$ cat src/jsf_map.svh
// Register offsets, field positions, reset values and coding constants for the framer
`ifndef JSF_MAP_SVH
`define JSF_MAP_SVH

// ----------------------------------------------------------------
// Register offsets (byte addresses)
// ----------------------------------------------------------------
`define JSF_OFF_CTRL     8'h00
`define JSF_OFF_STAT     8'h04
`define JSF_OFF_PAR      8'h08

// ----------------------------------------------------------------
// Field positions
// ----------------------------------------------------------------
`define JSF_EN_BIT       0
`define JSF_MODE_LO      1
`define JSF_E_LO         8
`define JSF_BIDX_LO      0
`define JSF_MIDX_LO      8
`define JSF_REAL_BIT     16

// ----------------------------------------------------------------
// Reset values
// ----------------------------------------------------------------
`define JSF_EN_RST       1'b0
`define JSF_E_RST        8'h01

// ----------------------------------------------------------------
// Coding constants
// ----------------------------------------------------------------
`define JSF_MB_LAST      5'h1F
// Feedback taps below the top term: x^12 is implicit, leaving x^9+x^8+x^3+x^2+x+1
`define JSF_CRC_POLY     26'h000030F
`define JSF_FEC_POLY     26'h0220211
`define JSF_CRC_TOP      11
`define JSF_FEC_TOP      25

`endif

$ cat src/jsf_pkg.sv
// Types shared by the framer modules
package jsf_pkg;
  typedef enum logic [1:0] {
    JSF_MODE_CRC12 = 2'h0,
    JSF_MODE_FEC   = 2'h2
  } jsf_mode_e;
  typedef logic [65:0] jsf_blk_t;
endpackage : jsf_pkg

$ cat src/jsf_par_if.sv
// Carrier between the framer and its parity engine
`timescale 1ns/10ps
`default_nettype none
interface jsf_par_if;
  logic        clr;
  logic        vld;
  logic [63:0] dat;
  logic [11:0] crc;
  logic [25:0] fec;
  modport src (output clr, output vld, output dat, input crc, input fec);
  modport eng (input clr, input vld, input dat, output crc, output fec);
endinterface : jsf_par_if
`default_nettype wire

$ cat src/jsf_parity.sv
// CRC-12 and FEC parity engine, 64 payload bits per block
`timescale 1ns/10ps
`default_nettype none
`include "jsf_map.svh"
module jsf_parity (
  input wire logic sys_clk_in,
  input wire logic rst_in,
  jsf_par_if.eng   pif
);
  import jsf_pkg::*;

  // Serial LFSR step over one block, first transmitted bit first
  function automatic logic [25:0] par_step(input logic [25:0] s, input logic [63:0] d,
                                           input logic [25:0] poly, input int top);
    logic [25:0] st;
    logic        fb;
    st = s;
    for (int i = 0; i < 64; i++) begin
      fb = d[i] ^ st[top];
      st = st << 1;
      if (fb) begin
        st = st ^ poly;
      end
    end
    return st;
  endfunction : par_step

  // ----------------------------------------------------------------
  // Parity state
  // ----------------------------------------------------------------
  logic [25:0] crc_seed;
  logic [25:0] fec_seed;
  logic [25:0] next_crc;
  logic [25:0] next_fec;
  logic [25:0] crc_fresh;
  logic [25:0] fec_fresh;

  // Stages restart from zero on the first block of a multiblock
  assign crc_seed = pif.clr ? 26'h0000000 : {14'h0000, pif.crc};
  assign fec_seed = pif.clr ? 26'h0000000 : pif.fec;
  assign next_crc = par_step(crc_seed, pif.dat, `JSF_CRC_POLY, `JSF_CRC_TOP);
  assign next_fec = par_step(fec_seed, pif.dat, `JSF_FEC_POLY, `JSF_FEC_TOP);
  // One block from cleared stages, so the check below sees stale state leak in
  assign crc_fresh = par_step(26'h0000000, pif.dat, `JSF_CRC_POLY, `JSF_CRC_TOP);
  assign fec_fresh = par_step(26'h0000000, pif.dat, `JSF_FEC_POLY, `JSF_FEC_TOP);

  // Shift in each accepted block
  always_ff @(posedge sys_clk_in) begin
    if (rst_in) begin
      pif.crc <= 12'h000;
      pif.fec <= 26'h0000000;
    end else if (pif.vld) begin
      pif.crc <= next_crc[11:0];
      pif.fec <= next_fec;
    end
  end
endmodule : jsf_parity
`default_nettype wire

$ cat src/jsf_framer.sv
// 64b/66b sync header framer: multiblocks, extended multiblocks, LEMC and CRC-12/FEC stream
//
// Implementation choices: the APB register port and the placing of the registers.
`timescale 1ns/10ps
`default_nettype none
`include "jsf_map.svh"
module jsf_framer (
  input  wire logic            sys_clk_in,
  input  wire logic            rst_in,
  input  wire logic            psel_in,
  input  wire logic            penable_in,
  input  wire logic            pwrite_in,
  input  wire logic [7:0]      paddr_in,
  input  wire logic [31:0]     pwdata_in,
  output var  logic [31:0]     prdata_out,
  output var  logic            pready_out,
  output var  logic            pslverr_out,
  input  wire logic            sysref_in,
  input  wire logic            blk_vld_in,
  input  wire logic [63:0]     blk_data_in,
  output var  logic            blk_vld_out,
  output var  jsf_pkg::jsf_blk_t blk_out,
  output var  logic            lemc_out
);
  import jsf_pkg::*;

  // Self-synchronous scrambler 1 + x^39 + x^58, first transmitted bit first
  function automatic logic [121:0] scramble(input logic [57:0] s, input logic [63:0] d);
    logic [57:0] st;
    logic [63:0] o;
    st = s;
    o  = 64'h0;
    for (int i = 0; i < 64; i++) begin
      o[i] = d[i] ^ st[38] ^ st[57];
      st   = {st[56:0], o[i]};
    end
    return {st, o};
  endfunction : scramble

  // FEC stream layout: parity reversed into 0..21 and 23..26, flag at 22, pilot on top
  function automatic logic [31:0] fec_layout(input logic [25:0] p, input logic e);
    logic [31:0] w;
    w = 32'h8000_0000;
    for (int i = 0; i < 22; i++) begin
      w[i] = p[25 - i];
    end
    for (int i = 0; i < 4; i++) begin
      w[23 + i] = p[3 - i];
    end
    w[22] = e;
    return w;
  endfunction : fec_layout

  // ----------------------------------------------------------------
  // Control registers
  // ----------------------------------------------------------------
  logic        en;
  jsf_mode_e   mode;
  logic [7:0]  e_len;
  logic        setup;
  logic        wr_acc;
  logic        hit;
  logic [31:0] rd_word;
  logic [7:0]  e_m1;
  logic [1:0]  wr_mode;

  assign setup   = psel_in & ~penable_in;
  assign wr_acc  = psel_in & penable_in & pready_out & pwrite_in;
  assign hit     = (paddr_in == `JSF_OFF_CTRL) | (paddr_in == `JSF_OFF_STAT) |
                   (paddr_in == `JSF_OFF_PAR);
  assign wr_mode = pwdata_in[`JSF_MODE_LO +: 2];
  // A zero length is treated as one multiblock per extended multiblock
  assign e_m1    = (e_len == 8'h00) ? 8'h00 : e_len - 8'h01;

  // Control writes; unsupported sync header modes are ignored
  always_ff @(posedge sys_clk_in) begin
    if (rst_in) begin
      en    <= `JSF_EN_RST;
      mode  <= JSF_MODE_CRC12;
      e_len <= `JSF_E_RST;
    end else if (wr_acc && paddr_in == `JSF_OFF_CTRL) begin
      en    <= pwdata_in[`JSF_EN_BIT];
      e_len <= pwdata_in[`JSF_E_LO +: 8];
      if (wr_mode == JSF_MODE_CRC12 || wr_mode == JSF_MODE_FEC) begin
        mode <= jsf_mode_e'(wr_mode);
      end
    end
  end

  // ----------------------------------------------------------------
  // APB slave: no wait states, answer registered in the setup cycle
  // ----------------------------------------------------------------
  logic [4:0]  blk_idx;
  logic [7:0]  mb_idx;
  logic        realign;
  logic [11:0] crc_hold;
  logic [25:0] fec_hold;

  assign rd_word =
    (paddr_in == `JSF_OFF_CTRL) ? {16'h0000, e_len, 5'h00, mode, en} :
    (paddr_in == `JSF_OFF_STAT) ? {15'h0000, realign, mb_idx, 3'h0, blk_idx} :
    (paddr_in == `JSF_OFF_PAR)  ? ((mode == JSF_MODE_FEC) ? {6'h00, fec_hold} :
                                                           {20'h00000, crc_hold}) :
    32'h0000_0000;

  // Ready and read data come up in the cycle after setup
  always_ff @(posedge sys_clk_in) begin
    if (rst_in) begin
      pready_out  <= 1'b0;
      pslverr_out <= 1'b0;
      prdata_out  <= 32'h0000_0000;
    end else begin
      pready_out  <= setup;
      pslverr_out <= setup & ~hit;
      if (setup) begin
        prdata_out <= rd_word;
      end
    end
  end

  // ----------------------------------------------------------------
  // SYSREF capture and realignment
  // ----------------------------------------------------------------
  logic sr_q1;
  logic sr_q2;
  logic sr_q3;
  logic sr_edge;
  logic blk_take;

  assign sr_edge  = sr_q2 & ~sr_q3;
  assign blk_take = blk_vld_in & en;

  // Two-stage synchroniser, then edge detect on the settled stages
  always_ff @(posedge sys_clk_in) begin
    if (rst_in) begin
      sr_q1   <= 1'b0;
      sr_q2   <= 1'b0;
      sr_q3   <= 1'b0;
      realign <= 1'b0;
    end else begin
      sr_q1   <= sysref_in;
      sr_q2   <= sr_q1;
      sr_q3   <= sr_q2;
      realign <= sr_edge | (realign & ~blk_take);
    end
  end

  // ----------------------------------------------------------------
  // Block and multiblock counting
  // ----------------------------------------------------------------
  logic [4:0] eff_blk;
  logic [7:0] eff_mb;
  logic       mb_last;
  logic       blk_end;

  // A pending realignment restarts the next block at LEMC phase zero
  assign eff_blk = realign ? 5'h00 : blk_idx;
  assign eff_mb  = realign ? 8'h00 : mb_idx;
  assign mb_last = (eff_mb >= e_m1);
  assign blk_end = (eff_blk == `JSF_MB_LAST);

  // Counters advance per accepted block; LEMC pulses on the last block of an extended multiblock
  always_ff @(posedge sys_clk_in) begin
    if (rst_in) begin
      blk_idx  <= 5'h00;
      mb_idx   <= 8'h00;
      lemc_out <= 1'b0;
    end else begin
      lemc_out <= blk_take & blk_end & mb_last;
      if (sr_edge) begin
        blk_idx <= 5'h00;
        mb_idx  <= 8'h00;
      end else if (blk_take) begin
        blk_idx <= eff_blk + 5'h01;
        if (blk_end) begin
          mb_idx <= mb_last ? 8'h00 : eff_mb + 8'h01;
        end else begin
          mb_idx <= eff_mb;
        end
      end
    end
  end

  // ----------------------------------------------------------------
  // Scrambler and parity engine
  // ----------------------------------------------------------------
  logic [57:0]  scr_st;
  logic [121:0] scr_res;
  logic [63:0]  scr_data;
  jsf_par_if    pif ();

  assign scr_res  = scramble(scr_st, blk_data_in);
  assign scr_data = scr_res[63:0];
  assign pif.clr  = (eff_blk == 5'h00);
  assign pif.vld  = blk_take;
  assign pif.dat  = scr_data;

  // Scrambler state follows the transmitted payload
  always_ff @(posedge sys_clk_in) begin
    if (rst_in) begin
      scr_st <= 58'h0;
    end else if (blk_take) begin
      scr_st <= scr_res[121:64];
    end
  end

  jsf_parity u_parity (
    .sys_clk_in (sys_clk_in),
    .rst_in     (rst_in),
    .pif        (pif)
  );

  // ----------------------------------------------------------------
  // Sync header stream
  // ----------------------------------------------------------------
  logic [11:0] c;
  logic [25:0] f;
  logic [31:0] crc_word;
  logic [31:0] fec_word;
  logic [31:0] sh_word;
  logic        sh_bit;

  // Block zero reads the finished previous multiblock straight from the engine
  assign c = (eff_blk == 5'h00) ? pif.crc : crc_hold;
  assign f = (eff_blk == 5'h00) ? pif.fec : fec_hold;

  // CRC-12 layout, bit 31 down to bit 0
  assign crc_word = {1'b1, 4'h0, 3'h0, 1'b1, mb_last, 1'b1, 1'b0, 1'b1, 3'h0,
                     1'b1, c[0], c[1], c[2], 1'b1, c[3], c[4], c[5],
                     1'b1, c[6], c[7], c[8], 1'b1, c[9], c[10], c[11]};
  // FEC layout, bit 31 down to bit 0
  assign fec_word = fec_layout(f, mb_last);
  assign sh_word  = (mode == JSF_MODE_FEC) ? fec_word : crc_word;
  assign sh_bit   = sh_word[eff_blk];

  // Hold the previous multiblock parity for the rest of the stream
  always_ff @(posedge sys_clk_in) begin
    if (rst_in) begin
      crc_hold <= 12'h000;
      fec_hold <= 26'h0000000;
    end else if (blk_take && eff_blk == 5'h00) begin
      crc_hold <= pif.crc;
      fec_hold <= pif.fec;
    end
  end

  // Transmit block: header in bits 0..1, payload above
  always_ff @(posedge sys_clk_in) begin
    if (rst_in) begin
      blk_vld_out <= 1'b0;
      blk_out     <= 66'h0;
    end else begin
      blk_vld_out <= blk_take;
      if (blk_take) begin
        blk_out <= {scr_data, sh_bit, ~sh_bit};
      end
    end
  end
endmodule : jsf_framer
`default_nettype wire

$ cat config.mk
export PLATFORM = sky130hd
export DESIGN_NAME = jsf_framer
export DESIGN_NICKNAME = d
export VERILOG_FILES = /design/src/jsf_pkg.sv /design/src/jsf_par_if.sv /design/src/jsf_parity.sv /design/src/jsf_framer.sv
export VERILOG_INCLUDE_DIRS = /design/src
export SDC_FILE = /design/constraint.sdc
export NUM_CORES = 1
export LEC_CHECK = 0
export ABC_AREA = 1
export BUFFER_PORTS_ARGS = -buffer_cell sky130_fd_sc_hd__buf_4
export CORE_MARGIN = 2
export CORE_UTILIZATION = 65
export CTS_CLUSTER_SIZE = 14
export DETAILED_ROUTE_END_ITERATION = 6
export GPL_TIMING_DRIVEN = 0
export PLACE_DENSITY = 0.92
export SLEW_MARGIN = 20
export SYNTH_ARGS = -nofsm -noshare
export SYNTH_HDL_FRONTEND = slang
export SYNTH_HIERARCHICAL = 1
export SYNTH_SLANG_ARGS = --single-unit
$ cat constraint.sdc
create_clock -name sys_clk_in -period 17.71 [get_ports sys_clk_in]
set_clock_uncertainty 0.1 [all_clocks]
set_input_delay 0.8855 -clock sys_clk_in [delete_from_list [all_inputs] [get_ports sys_clk_in]]
set_output_delay 0.8855 -clock sys_clk_in [all_outputs]
set_load 0.01 [all_outputs]
---- After elaboration in Yosys (flattened, before gate mapping) ----
Cells that the tools add are included.
operators by class
  eq/ne operators ......................... 5
  multiply operators ...................... 0
  div/mod/pow operators ................... 0
  order comparisons ....................... 2
  $add $sub $neg .......................... 3
  bitwise gates (word level) .............. 402
  reduce and logical (&&, ||, !) cells .... 9
  shifts and indexed selects .............. 0
  multiplexer cells ....................... 144
operator list
  operator                                                    number
  two-way mux 22 bit                                          64
  two-way mux 10 bit                                          64
  NOT 6 bit                                                   64
  NOT 5 bit                                                   64
  bitwise XOR 1 bit                                           256
  two-way mux 26 bit                                          6
  two-way mux 8 bit                                           4
  two-way mux 27 bit                                          1
  two-way mux 12 bit                                          2
  zero test 8 bit                                             2
  bitwise AND 1 bit                                           10
  adder 8 x 1 -> 8 bit, second input constant                 1
  == test 8 x 3 -> 1 bit, second input constant               1
  == test 8 x 4 -> 1 bit, second input constant               1
  >= comparator 8 bit                                         1
  subtractor 8 x 1 -> 8 bit, second input constant            1
  less-than comparator 5 x 6 -> 1 bit, second input constant  1
  adder 5 x 1 -> 5 bit, second input constant                 1
  binary-select mux 1 bit (select 5 bit)                      1
  == test 5 bit, second input constant                        1
  zero test 5 bit                                             1
  two-way mux 5 bit                                           1
  NOT 1 bit                                                   5
  == test 2 bit, second input constant                        2
  7 further kinds                                             10
storage, ports and cells
  input port bits ......................... 111
  bits in registers ....................... 264
  output and inout port bits .............. 102
  memories kept ........................... 0
  ROM bits ................................ 0
  memory bits (writable) .................. 0
  latch bits .............................. 0

---- Logic depth before layout (Yosys ltp) ----
  depth after elaboration ................. 131
  gate-level depth with buffers ........... 94
  gate-level depth less buffers ........... 91

---- Cells and area by module ----
Netlist, hierarchy kept.
modules (own cells, without submodules)
  module      sequential area each (um2)  cells each  area each (um2)  instances
  jsf_parity  760.7                       1450        8999.9           1
  jsf_framer  3243.1                      1257        8811.0           1

---- Worst setup path before layout ----
Ideal clock, no wire load.
  path kind ............................... flip-flop to flip-flop
  start point ............................. reg realign
  end point ............................... reg u_parity.pif.crc[10]
  data arrival time ....................... 7699 ps
  period minus slack after synthesis ...... 7908 ps
  buffers on the path ..................... 4
  cell stages (with the launch flop) ...... 87
  required time ........................... 17501 ps
  path slack .............................. 9802 ps
  cells stage by stage .................... dfxtp_1 -> inv_4 -> nand2_2 -> buf_2 -> ha_1 -> nand2_1 -> nor2_2 -> buf_2 -> buf_2 -> inv_2 -> buf_6 -> nand3b_1 -> nand2_1 -> inv_2 -> nand3_1 -> nand2_2 -> nand3_2 -> nand3_2 -> [... 51 more ...] -> nand2_1 -> nand2_1 -> nand2_2 -> nand2_2 -> nand2_4 -> nand2_4 -> nand2_8 -> inv_4 -> nand2_1 -> nand2_1 -> nand2_1 -> nand2_2 -> nand2_1 -> nand2_2 -> nand2_1 -> nand3_1 -> nand2_1 -> inv_1
on the way
  cells in the longest elaborated chain, start to end .. 88
  elaborated cells on any way between the ends .. 190
  classes of those cells .................. 65 x mux; 124 x bitwise; 1 x reduce/logical
ends and longest elaborated chain
  item                             RTL line           text
  start: declaration               jsf_framer.sv:95   logic realign;
  start signal: assignment         jsf_framer.sv:144  realign <= sr_edge | (realign & ~blk_take);
  two-way mux 5 bit (*)            jsf_framer.sv:157  assign eff_blk = realign ? 5'h00 : blk_idx;
  zero test 5 bit (*)              jsf_framer.sv:194  assign pif.clr = (eff_blk == 5'h00);
  named net pif.clr                jsf_par_if.sv:5    logic clr;
  two-way mux 12 bit (*)           jsf_parity.sv:39   assign crc_seed = pif.clr ? 26'h0000000 : {14'h0000, pif.crc};
  two-way mux 10 bit               jsf_parity.sv:21   if (fb) begin
  NOT 6 bit (no source line)       n/a
  two-way mux 10 bit               jsf_parity.sv:21
  NOT 6 bit (no source line)       n/a
  [... 69 more ...]                n/a
  NOT 6 bit (no source line)       n/a
  two-way mux 10 bit               jsf_parity.sv:21
  NOT 6 bit (no source line)       n/a
  two-way mux 10 bit (5 in a row)  jsf_parity.sv:21
  NOT 6 bit (no source line)       n/a
  two-way mux 10 bit               jsf_parity.sv:21
  NOT 6 bit (no source line)       n/a
  two-way mux 10 bit (*)           jsf_parity.sv:21
  end signal: assignment           jsf_parity.sv:53   pif.crc <= next_crc[11:0];
  end: declaration                 jsf_par_if.sv:11   modport eng (input clr, input vld, input dat, output crc, output fec);
The timed path passes the listed nets; every way through them passes the cells marked *.
A chain may end at the register's enable or synchronous reset.

---- Worst setup path after layout ----
Ends and elaborated chain as after synthesis.

==> flow_summary.yaml <==
status:
  status: "finished, violations left"
  violations: "DRC"
synth:
  synth_top_family_by_area: "simple AND/OR/NAND/NOR gates"
  synth-xor-area-share_pct: 21.6
  yosys.area_share.adder_pct: 0.913
  synth_most_common_cell: "nand2_1"
  synthTopCellsByArea: "dfxtp_1 (22%), xor2_1 (14%), nand2_1 (12%)"
  synth_top_cell_area_share_pct: 22.5
  ys_ff_latch: 200
  yosysWarnings: 6
  synth-compound-area-share_pct: 9.52
  netlist_area_sq_mm: 0.0178
  synthMuxAreaShare_pct: 0
  synth.top_cells.by_count: "nand2_1 (579), inv_1 (325), xor2_1 (280)"
  synth_cell_types: 48
  yosysSeqAreaShare_pct: 22.5
  synth_flop_cell: "dfxtp_1"
  synthArstFlopShare_pct: 0
  syn_inst: 2707
  synth_top_area_cell: "dfxtp_1"
  synth_edf_count: 0
  synth-simple-area-share_pct: 35.4
  syn_area_per_cell_sq_um: 6.58
sta:
  min_period_over_period_pct: 58.1
  slew_violations: 0
  hold_viol: 0
  tightestPinTransition_ns: 1.33
  fin_crit_ns: 10.28
  rsz0062_at_grt: "false"
  relSlewSlack_pct: 11.0
  fin_setup_tns_ns: 0
  setup_violations: 0
  fmax_mhz: 97.3
setup_path:
  slowest_delay_ns: 0.40
  worstSetupStartpointType: "register"
  worstPathRequired_ns: 17.96
  r2r_cells: 80
  worst-setup-path-type: "reg -> reg"
  critPathSlowestCell: "dfxtp_1"
  cp_common_cell: "nand2_1"
  cp_max_fo: 12
  end_kind: "register"
  arrival_ns: 10.54
global_routing:
  grt_first_pass_wirelength_um: 99700
  gr-total-overflow: 0
  grt_usage_pct: 45.1
  grt_max_degree: 21
  grt_antenna_before_repair: 2
  grt_pass1_vias: 18200
hold_path:
  worstHoldPathCells: 2
  hold_class: "reg -> reg"
clock_tree:
  ctsResizeCount: 0
  cts_setup_buffers: 0
  cts_buffers: 17
  htreeDepth: 4
  root_buffer: "clkbuf_16"
  cts_tree: "done"
  clock-sinks: 200
  path_clk_slew_ns: 0.09
  insertion_delay_ns: 0.46
  cts_hold_buffers: 0
  clk_path_buf_depth: 2
finish:
  layout.nets: 3039
  regArea_sq_mm: 0.00400
  area_growth_pct: 13.6
  final_cell_count_no_fill: 3270
  drive_above_1_share_pct: 17.8
  multiInputGateArea_sq_mm: 0.0120
  fillers: 2137
die:
  fp.dieH_um: 170
  rows: 60
  die-area_sq_mm: 0.0287
  core-area_sq_mm: 0.0270
  fp.dieW_um: 170
  ios: 213
  start_util_pct: 66.1
place:
  place.port_buffers: 184
  routabilityCongestion: 1.12
  dp_hpwl_um: 52800
  dp_cells: 3237
drt:
  postRouteWirelength_um: 66300
  drtIter0Drc: 2539
  wl_per_cell_um: 20.3
  viasPerCell: 5.95
  vias: 19500
  ant_nets: 0
  drt_first_pass_iters: 7
  drc: 10
job:
  drv_cap: 0
[sequential cells by signal, summed over array words and instances, names as in the netlist, 2 cells and up]
register / flops
blk_idx: 5
blk_out: 9
crc_hold: 12
e_len: 8
fec_hold: 26
mb_idx: 8
mode: 2
prdata_out: 26
scr_st: 57
u_parity/pif.crc: 12
u_parity/pif.fec: 26
[kinds of logic (layout without fill, tap and decap cells)]
| family | count (synthesis) | in the layout |
|---|---|---|
| AND/OR/NAND/NOR | 1290 | 1290 |
| buffers and inverters | 449 | 665 |
| AO/OA/AOI/OAI | 322 | 322 |
| adder cells (fa/ha/maj) | 13 | 13 |
| flip-flops | 200 | 200 |
| other | 1 | 7 |
| XOR/XNOR | 432 | 432 |
[critical path: cells and delay by family, from the launching register on]
family / cells / cell delay, ns
AND/OR/NAND/NOR: 64 / 6.92
buffers and inverters: 13 / 1.84
XOR/XNOR: 2 / 0.62
flip-flops: 1 / 0.40
adder cells (fa/ha/maj): 1 / 0.22
[layout by cell type, fill, tap and decap left out, types with 5 or more instances in the layout]
master and instances:
nand2_1 579, inv_1 325, xor2_1 280, nand3_1 270, dfxtp_1 200, buf_4 194
nor2_1 176, o21ai_0 146, xnor2_1 144, a21oi_1 135, nand2_2 118, nand3_2 59
clkbuf_1 55, nand2_4 38, inv_2 36, clkbuf_16 17, ha_1 13, nand4_1 12
buf_2 11, a31oi_1 11, nor3_1 8, or2_2 8, o21ai_1 7, o211ai_1 6
buf_1 6, or2_1 6, conb_1 6, buf_6 5, a211oi_1 5, inv_6 5
xor2_2 5
[metal layers]
metal	global-route usage, %	up-vias	wire length (um)
li1	-	8902	-
met1	52.1	8860	24100
met2	75.8	1367	30100
met3	8.49	323	6760
met4	31.1	0	5330
met5	0	-	0
[stage by stage]
stage,util (%),hold WS (ns),setup slack (ns),cell area (sq um)
after floorplan,-,0.288,9.80,17800
after global placement,72.9,0.290,8.14,19600
after detailed placement,72.9,0.295,7.66,19600
after CTS,75.1,0.298,7.80,20200
after global routing,75.1,0.331,6.62,20200
final,75.1,0.295,7.43,20200
[worst paths after layout]
kind	from	endpoint	slack, ns
max	realign$_SDFF_PP0_	u_parity/pif.crc[10]$_SDFFE_PP0P_	7.43
min	sr_q1$_SDFF_PP0_	sr_q2$_SDFF_PP0_	0.29
max reg2reg	realign$_SDFF_PP0_	u_parity/pif.crc[10]$_SDFFE_PP0P_	7.43
min reg2reg	sr_q1$_SDFF_PP0_	sr_q2$_SDFF_PP0_	0.29
[layout make-up]
class | instances | area share (%)
multi-input cells | 2063 | 59.5
clock inverters | 13 | 0.736
diodes | 1 | 0.0124
inverters | 363 | 6.76
repair buffers | 184 | 6.83
well taps | 341 | 2.11
flip-flops and latches | 200 | 19.8
clock buffers | 19 | 2.19
plain buffers | 86 | 2.03
Power is not shown: default switching activity piles up to over one toggle a cycle in this logic, so the estimate is an artifact.
